## config.mk

```make
export PLATFORM = sky130hd
export DESIGN_NAME = pcc_top
export DESIGN_NICKNAME = d
export VERILOG_FILES = /design/src/include/pcc_pkg.sv /design/src/rtl/pcc_sync.sv /design/src/rtl/pcc_top.sv
export SDC_FILE = /design/constraint.sdc
export NUM_CORES = 1
export LEC_CHECK = 0
export BUFFER_PORTS_ARGS = -buffer_cell sky130_fd_sc_hd__buf_2
export CELL_PAD_IN_SITES_DETAIL_PLACEMENT = 1
export CELL_PAD_IN_SITES_GLOBAL_PLACEMENT = 2
export CORE_ASPECT_RATIO = 0.75
export CORE_MARGIN = 2
export CORE_UTILIZATION = 38
export DETAILED_ROUTE_END_ITERATION = 10
export PLACE_DENSITY_LB_ADDON = 0.1
export SYNTH_ARGS = -nofsm -noshare
export SYNTH_HDL_FRONTEND = slang
export SYNTH_SLANG_ARGS = --single-unit
export TNS_END_PERCENT = 100
```

## constraint.sdc

```tcl
create_clock -name clk_i -period 3.6 [get_ports clk_i]
set_input_delay 0.54 -clock clk_i [delete_from_list [all_inputs] [get_ports clk_i]]
set_output_delay 0.54 -clock clk_i [all_outputs]
set_load 0.01 [all_outputs]
```

## src/include/pcc_pkg.sv

```systemverilog
// Constants and types for the counter array capture/compare channels.
// Assumes a single system clock; the counter tick comes from outside.
//
// Overview of operation
// - Mode bits: 7 wide PWM, 6 comparator, 5/4 edges, 3 match, 2 toggle, 1 PWM, 0 irq
// - Capture mode copies the 16-bit counter into both compare bytes on chosen edge
// - Each capture sets the event flag, which stays until software clears it
// - Interrupt request when event flag and channel interrupt enable are both set
// - Software timer: counter equals compare word sets the event flag
// - Low byte write clears comparator enable; high byte write sets it
// - High-speed output toggles pin and sets flag on each 16-bit match
// - High-speed output with comparator off holds the pin level
// - Frequency output toggles on low-byte match, then adds high byte to low byte
// - Frequency high byte zero means 256 counts between toggles
// - Frequency mode with match bit sets flag on full 16-bit equality
// - 8-bit PWM: pin high on low-byte match, low on low-byte overflow
// - 8-bit PWM reloads low byte from high byte at each low-byte rollover
// - 8-bit PWM selected with bit 7 clear; match bit flags each 8-bit match
// - 8-bit PWM high time is 256 minus high byte out of 256
// - 16-bit PWM: pin high on 16-bit match, low on counter overflow
// - 16-bit PWM with match bit sets event flag on every 16-bit match
// - 16-bit PWM high time is 65536 minus compare word out of 65536
// - Comparator off: toggle modes hold the pin, PWM modes output zero
// - Counter wrap from 0xFFFF to zero sets the counter overflow flag
// - Five channels, each with own pin and compare word, share one counter
package pcc_pkg;

  localparam int          NUM_CHANNELS    = 5;
  localparam int          CNT_W           = 16;
  // Mode register field positions
  localparam int          MODE_WIDE_PWM   = 7;
  localparam int          MODE_CMP_EN     = 6;
  localparam int          MODE_CAP_RISE   = 5;
  localparam int          MODE_CAP_FALL   = 4;
  localparam int          MODE_MATCH      = 3;
  localparam int          MODE_TOGGLE     = 2;
  localparam int          MODE_PWM        = 1;
  localparam int          MODE_IRQ_EN     = 0;
  localparam logic [7:0]  MODE_RESET      = 8'h00;
  localparam logic [7:0]  CMP_BYTE_RESET  = 8'h00;
  localparam logic [15:0] CNT_RESET       = 16'h0000;
  localparam logic [15:0] CNT_MAX         = 16'hFFFF;
  localparam logic [7:0]  LOW_MAX         = 8'hFF;

  // Register select codes on the channel register port
  typedef enum logic [1:0] {
    PCC_REG_MODE = 2'h0,
    PCC_REG_LOW  = 2'h1,
    PCC_REG_HIGH = 2'h2
  } pcc_reg_t;

  // Processor register access
  typedef struct packed {
    logic       wr;
    logic [2:0] chan;
    pcc_reg_t   sel;
    logic [7:0] data;
  } pcc_wr_t;

  // Per-channel state as seen by the processor
  typedef struct packed {
    logic [7:0] mode;
    logic [7:0] low;
    logic [7:0] high;
  } pcc_chan_regs_t;

endpackage

```

## src/rtl/pcc_sync.sv

```systemverilog
// Two-stage synchroniser bank for the capture pins.
// Assumes inputs are asynchronous to clk_i.
`timescale 1ns/1ps
`default_nettype none
module pcc_sync
#(
  parameter int WIDTH = 5
)
(
  input  wire logic             clk_i,
  input  wire logic             rst_i,
  input  wire logic             ce_i,
  input  wire logic [WIDTH-1:0] async_i,
  output logic      [WIDTH-1:0] sync_o
);

  logic [WIDTH-1:0] stage1;

  // First stage feeds only the second stage
  always_ff @(posedge clk_i)
  begin
    if (rst_i)
    begin
      stage1 <= '0;
      sync_o <= '0;
    end
    else if (ce_i)
    begin
      stage1 <= async_i;
      sync_o <= stage1;
    end
  end

endmodule
`default_nettype wire

```

## src/rtl/pcc_top.sv

```systemverilog
// Counter array: shared 16-bit counter and five capture/compare channels.
// Assumes the counter tick is a one-cycle pulse from a timebase outside.
`timescale 1ns/1ps
`default_nettype none
module pcc_top
  import pcc_pkg::*;
#(
  parameter int NCH = NUM_CHANNELS
)
(
  input  wire logic                  clk_i,
  input  wire logic                  rst_i,
  input  wire logic                  ce_i,
  input  wire logic                  tick_i,
  input  wire logic                  counter_run_i,
  input  wire pcc_wr_t               wr_i,
  input  wire logic [NCH-1:0]        flag_clr_i,
  input  wire logic                  ovf_clr_i,
  input  wire logic [NCH-1:0]        channel_pin_i,
  output logic      [NCH-1:0]        channel_pin_o,
  output logic      [NCH-1:0]        channel_pin_oe_n_o,
  output logic      [NCH-1:0]        channel_event_flag_o,
  output logic      [NCH-1:0]        channel_irq_o,
  output logic                       counter_overflow_flag_o,
  output logic      [CNT_W-1:0]      counter_o,
  output pcc_chan_regs_t [NCH-1:0]   chan_regs_o
);

  // Mode helpers used for every channel
  function automatic logic is_capture(input logic [7:0] m);
    is_capture = (m[MODE_CAP_RISE] | m[MODE_CAP_FALL])
                 & ~m[MODE_MATCH] & ~m[MODE_TOGGLE] & ~m[MODE_PWM];
  endfunction

  function automatic logic is_timer(input logic [7:0] m);
    is_timer = m[MODE_MATCH] & ~m[MODE_TOGGLE] & ~m[MODE_PWM];
  endfunction

  function automatic logic is_hso(input logic [7:0] m);
    is_hso = m[MODE_MATCH] & m[MODE_TOGGLE] & ~m[MODE_PWM];
  endfunction

  function automatic logic is_freq(input logic [7:0] m);
    is_freq = m[MODE_TOGGLE] & m[MODE_PWM];
  endfunction

  function automatic logic is_pwm8(input logic [7:0] m);
    is_pwm8 = m[MODE_PWM] & ~m[MODE_TOGGLE]
              & ~m[MODE_WIDE_PWM];
  endfunction

  function automatic logic is_pwm16(input logic [7:0] m);
    is_pwm16 = m[MODE_PWM] & ~m[MODE_TOGGLE]
               & m[MODE_WIDE_PWM];
  endfunction

  logic [CNT_W-1:0] count;
  logic [NCH-1:0]   pin_sync;
  logic [NCH-1:0]   pin_prev;
  logic [7:0]       mode [NCH];
  logic [7:0]       cmp_low [NCH];
  logic [7:0]       cmp_high [NCH];
  logic [NCH-1:0]   pin_out;
  logic [NCH-1:0]   flag;
  logic             ovf_flag;
  logic             step;
  logic             wrap16;
  logic             wrap8;

  // Counter advances only on a timebase tick while running
  assign step   = tick_i & counter_run_i;
  assign wrap16 = step & (count == CNT_MAX);
  assign wrap8  = step & (count[7:0] == LOW_MAX);

  pcc_sync #(
    .WIDTH (NCH)
  ) u_sync (
    .clk_i   (clk_i),
    .rst_i   (rst_i),
    .ce_i    (ce_i),
    .async_i (channel_pin_i),
    .sync_o  (pin_sync)
  );

  // Shared counter, one for all channels
  always_ff @(posedge clk_i)
  begin
    if (rst_i)
      count <= CNT_RESET;
    else if (ce_i && step)
      count <= count + 16'h0001;
  end

  // Overflow flag: a wrap in the clearing cycle wins
  always_ff @(posedge clk_i)
  begin
    if (rst_i)
      ovf_flag <= 1'b0;
    else if (ce_i)
    begin
      if (wrap16)
        ovf_flag <= 1'b1;
      else if (ovf_clr_i)
        ovf_flag <= 1'b0;
    end
  end

  // Previous synchronised level for edge detection
  always_ff @(posedge clk_i)
  begin
    if (rst_i)
      pin_prev <= '0;
    else if (ce_i)
      pin_prev <= pin_sync;
  end

  // Per-channel logic
  for (genvar n = 0; n < NCH; n++)
  begin : g_chan
    logic       rise;
    logic       fall;
    logic       cap;
    logic       match16;
    logic       match8;
    logic       wr_mode;
    logic       wr_low;
    logic       wr_high;
    logic       flag_set;
    logic [7:0] m;

    assign m       = mode[n];
    assign rise    = pin_sync[n] & ~pin_prev[n];
    assign fall    = ~pin_sync[n] & pin_prev[n];
    // Capture samples the counter value held in this cycle
    assign cap     = is_capture(m)
                     & ((m[MODE_CAP_RISE] & rise)
                      | (m[MODE_CAP_FALL] & fall));
    // Matches act once, on the tick that reaches the compare value
    assign match16 = step & m[MODE_CMP_EN]
                     & (count + 16'h0001 == {cmp_high[n], cmp_low[n]});
    assign match8  = step & m[MODE_CMP_EN]
                     & (count[7:0] + 8'h01 == cmp_low[n]);
    assign wr_mode = wr_i.wr & (wr_i.chan == 3'(n))
                     & (wr_i.sel == PCC_REG_MODE);
    assign wr_low  = wr_i.wr & (wr_i.chan == 3'(n))
                     & (wr_i.sel == PCC_REG_LOW);
    assign wr_high = wr_i.wr & (wr_i.chan == 3'(n))
                     & (wr_i.sel == PCC_REG_HIGH);

    // Event sources for the flag
    assign flag_set = cap
                    | (match16 & is_timer(m))
                    | (match16 & is_hso(m))
                    | (match16 & is_freq(m) & m[MODE_MATCH])
                    | (match8 & is_pwm8(m) & m[MODE_MATCH])
                    | (match16 & is_pwm16(m) & m[MODE_MATCH]);

    // Mode register; compare byte writes steer the comparator bit
    always_ff @(posedge clk_i)
    begin
      if (rst_i)
        mode[n] <= MODE_RESET;
      else if (ce_i)
      begin
        if (wr_mode)
          mode[n] <= wr_i.data;
        else if (wr_low)
          mode[n][MODE_CMP_EN] <= 1'b0;
        else if (wr_high)
          mode[n][MODE_CMP_EN] <= 1'b1;
      end
    end

    // Compare bytes: capture, write, frequency step, PWM reload
    always_ff @(posedge clk_i)
    begin
      if (rst_i)
      begin
        cmp_low[n]  <= CMP_BYTE_RESET;
        cmp_high[n] <= CMP_BYTE_RESET;
      end
      else if (ce_i)
      begin
        if (cap)
        begin
          cmp_low[n]  <= count[7:0];
          cmp_high[n] <= count[15:8];
        end
        else
        begin
          if (wr_low)
            cmp_low[n] <= wr_i.data;
          else if (is_freq(m) && match8)
            // High byte zero wraps the sum to a full 256 step
            cmp_low[n] <= cmp_low[n] + cmp_high[n];
          else if (is_pwm8(m) && wrap8)
            cmp_low[n] <= cmp_high[n];
          if (wr_high)
            cmp_high[n] <= wr_i.data;
        end
      end
    end

    // Output pin behaviour per mode
    always_ff @(posedge clk_i)
    begin
      if (rst_i)
        pin_out[n] <= 1'b0;
      else if (ce_i)
      begin
        if ((is_pwm8(m) || is_pwm16(m)) && !m[MODE_CMP_EN])
          pin_out[n] <= 1'b0;
        else if (is_hso(m) && match16)
          pin_out[n] <= ~pin_out[n];
        else if (is_freq(m) && match8)
          pin_out[n] <= ~pin_out[n];
        else if (is_pwm8(m))
        begin
          // Match and wrap together: wrap wins, giving 256-high duty
          if (wrap8)
            pin_out[n] <= (cmp_high[n] == 8'h00);
          else if (match8)
            pin_out[n] <= 1'b1;
        end
        else if (is_pwm16(m))
        begin
          if (wrap16)
            pin_out[n] <= ({cmp_high[n], cmp_low[n]} == CNT_RESET);
          else if (match16)
            pin_out[n] <= 1'b1;
        end
      end
    end

    // Event flag: hardware set beats a software clear
    always_ff @(posedge clk_i)
    begin
      if (rst_i)
        flag[n] <= 1'b0;
      else if (ce_i)
      begin
        if (flag_set)
          flag[n] <= 1'b1;
        else if (flag_clr_i[n])
          flag[n] <= 1'b0;
      end
    end

    // Registered copies for the outputs
    always_ff @(posedge clk_i)
    begin
      if (rst_i)
      begin
        channel_pin_o[n]        <= 1'b0;
        channel_pin_oe_n_o[n]   <= 1'b1;
        channel_irq_o[n]        <= 1'b0;
        chan_regs_o[n]          <= '0;
      end
      else if (ce_i)
      begin
        channel_pin_o[n]      <= pin_out[n];
        // Pin is an input in capture mode and when no mode is set
        channel_pin_oe_n_o[n] <= ~(m[MODE_TOGGLE] | m[MODE_PWM]);
        channel_irq_o[n]      <= (flag_set | (flag[n] & ~flag_clr_i[n]))
                                 & m[MODE_IRQ_EN];
        chan_regs_o[n]        <= '{mode: m, low: cmp_low[n],
                                   high: cmp_high[n]};
      end
    end
  end

  // Flag and counter mirrors, all from flip-flops
  always_ff @(posedge clk_i)
  begin
    if (rst_i)
    begin
      channel_event_flag_o    <= '0;
      counter_overflow_flag_o <= 1'b0;
      counter_o               <= CNT_RESET;
    end
    else if (ce_i)
    begin
      channel_event_flag_o    <= flag;
      counter_overflow_flag_o <= ovf_flag;
      counter_o               <= count;
    end
  end

endmodule
`default_nettype wire
```

==> flow_metrics.tcl <==
set metrics [dict create \
    drt_pass1_iterations 5 \
    synth_seq_area_share 0.4323 \
    async_flop_share 0 \
    yosys_warnings 0 \
    required_ns 3.92 \
    cts_buffers 37 \
    synth_enable_flop_cells 120 \
    min_period_ns 3.437 \
    seq_area_um2 7589 \
    initial_core_util 0.3834 \
    gp_congestion 0.9570 \
    maxSlewViolCount 0 \
    grt_max_degree 88 \
    rsz0062_at_grt "false" \
    internal_power_uw 6427 \
    pwr-share-comb 0.095 \
    dieArea_um2 47940 \
    antenna_cells 0 \
    nNetsFinal 2118 \
    grt_pass1_wl_mm 103.1 \
    synth_nets 1910 \
    finalSetupViolations 0 \
    status "completed" \
    clock_sinks 319 \
    die_w_um 252.2 \
    synthTopCellsByCount "nor2_1, dfxtp_1, mux2i_1" \
    avgSynthCellArea_um2 9.544 \
    die_h_um 190.1 \
    power_uw 8718 \
    end_kind "flip-flop" \
    grt_use_total 0.2923 \
    synth_area_um2 17550 \
    path_common_cell "buf_4" \
    tightest_slew_ns 1.185 \
    wl_per_cell_um 26.68 \
    cts_hold_buf 0 \
    drc 0 \
    slew_headroom 0.2015 \
    wirelength_mm 71.24 \
    powerDensity_nw_per_um2 419.3 \
    vdd_drop_max_v 0.0002701 \
    via_count 15520 \
    sequentialPowerShare 0.467 \
    drt_iter0_drc 1286 \
    synth_most_common_cell "nor2_1" \
    postRouteAntennaNets 0 \
    post-dp-hpwl_mm 51.81 \
    crit_path_max_fanout 13 \
    synth_cell_types 76 \
    slowest_delay_ns 0.53 \
    leakage_uw 0.008847 \
    h-tree-depth 2 \
    io_pins 187 \
    fp.coreArea_um2 45770 \
    multi_input_area_um2 9318 \
    clk_path_buf_depth 3 \
    crit_chain "ha_1, buf_4, nand3_1, nor2_1, buf_4, xnor3_1, a2111o_1, or3_1, a2111oi_0" \
    crit_type "flip-flop to flip-flop" \
    cts-root-buf "clkbuf_16" \
    cts_tree "done" \
    synth_area_leader_cell "dfxtp_1" \
    synth_area_leaders "dfxtp_1, edfxtp_1, mux2i_1" \
    hold_viol_final 0 \
    min_path_type "primary input to flip-flop" \
    ys_seq_elements 319 \
    swShare 0.2628 \
    finalCritPeriodShare 0.9549 \
    p_switching_uw 2291 \
    insertion_delay_ns 0.56 \
    slowest_stage "or3_1" \
    viasPerCell 5.813 \
    syn_to_final_growth_pct 18.47 \
    synth_top_area_frac 0.2270 \
    synthFlopType "dfxtp_1" \
    pwr-share-clk 0.438 \
    num_rows 68 \
    start_kind "flip-flop" \
    maxCapViolCount 0 \
    clkTransAtPathRegs_ns 0.07 \
    drive_above_1_share 0.1769 \
    fill_cells 5202 \
    gr-total-overflow 0 \
    max_freq_mhz 290.9 \
    critPathArrivalTime_ns 3.76 \
    setup_tns_ns 0 \
    skew_ns 0.01899 \
    port_buffers 186 \
    synthCells 1839 \
    antenna_found_initial 2 \
    grt_pass1_vias 15230 \
]
state kept, by name (all words and copies together), names as in the netlist, 16 cells and up:
signal	count
chan_regs_o	120
cmp_high	40
mode	40
counter_o	16
cmp_low	40
count	16
layer usage:
layer,routed length [um],share of wire,GRT usage
met3,4766,0.067,0.05008
met4,2190,0.031,0.09217
met1,32110,0.45,0.4028
met2,32160,0.45,0.4681
met5,13,0.00018,0
final cells by class:
class,instances,area share
clock inverter,10,0.004393
sequential,319,0.3649
inverter,50,0.009026
timing repair buffer,288,0.08418
tap,595,0.03580
multi-input combinational,1351,0.4481
clock buffer,57,0.05355
final timing paths:
| check | startpoint | slack, ns | depth (start not counted) | endpoint |
|---|---|---|---|---|
| worst max-delay path | count[1]$_SDFFE_PP0P_ | 0.16 | 9 | cmp_low[4][7]$_SDFFCE_PN0P_ |
| worst min-delay path | rst_i | 0.20 | 2 | channel_irq_o[3]$_SDFFE_PP0P_ |
| worst max register to register | count[1]$_SDFFE_PP0P_ | 0.16 | 9 | cmp_low[4][7]$_SDFFCE_PN0P_ |
| worst min register to register | channel_irq_o[0]$_SDFFE_PP0P_ | 0.46 | 2 | channel_irq_o[0]$_SDFFE_PP0P_ |
metrics by stage:
step / cell area [um2] / utilization / hold slack (ns) / setup WS [ns] / instances
after global placement: 19570 / 0.4274 / 0.4508 / 0.2243 / 2602
after detailed placement: 19570 / 0.4274 / 0.4566 / 0.1189 / 2602
after CTS: 20770 / 0.4538 / 0.1864 / 0.07313 / 2669
after global routing: 20790 / 0.4543 / 0.2011 / 0.05626 / 2670
after floorplan: 17550 / - / 0.4414 / 0.4181 / 1839
final: 20790 / 0.4543 / 0.2035 / 0.1625 / 2670
worst max-delay path, delay by kind of cell, from the launching register on:
family          cells  cell delay, ns
simple gates        3            0.94
compound gates      2            0.90
buf+inv             2            0.45
flops               1            0.44
xor+xnor            1            0.25
fa+ha+maj           1            0.20
cells by family (layout without fill, tap and decap cells):
family	count (synthesis)	in the layout	synth area share
simple gates	676	676	0.1860
fa+ha+maj	43	43	0.03251
xor+xnor	128	128	0.08362
compound gates	330	330	0.1291
flops	319	319	0.4323
mux	174	174	0.09944
buf+inv	169	405	0.03707
power groups by stage:
stage	Combinational, uW	Sequential (uW)	Clock [uW]
4_1_cts	825	4070	3910
3_5_place_dp	820	4140	0
6_report	829	4070	3820
3_3_place_gp	806	4140	0
5_1_grt	896	4080	4060
2_1_floorplan	495	4090	0
what timing repair did:
| action | CTS | global route |
|---|---|---|
| setup buffers | 0 | 1 |
| endpoints found under the hold margin | 0 | 0 |
| endpoints found under the setup margin | 0 | 34 |
| gates resized for setup | 0 | 2 |
cells in the final DEF, fill, tap and decap left out, types with 10 or more instances in the layout:
cell type,count
and3_1,19
nand2_1,139
buf_2,184
nand3_1,44
a21o_1,10
nor4_1,27
mux2i_1,171
o211ai_1,13
xnor2_1,66
ha_1,36
or3_1,15
xnor3_1,23
xor2_1,37
dfxtp_1,198
clkbuf_1,11
nand2b_1,15
a22o_1,37
inv_1,48
a21oi_1,77
a22oi_1,26
o21bai_1,18
nor2_1,268
o21ai_0,51
and2_1,43
nand4_1,23
a31oi_1,20
nor3_1,24
edfxtp_1,120
buf_4,99
clkbuf_16,39
Power figures use the tool's default switching activity.
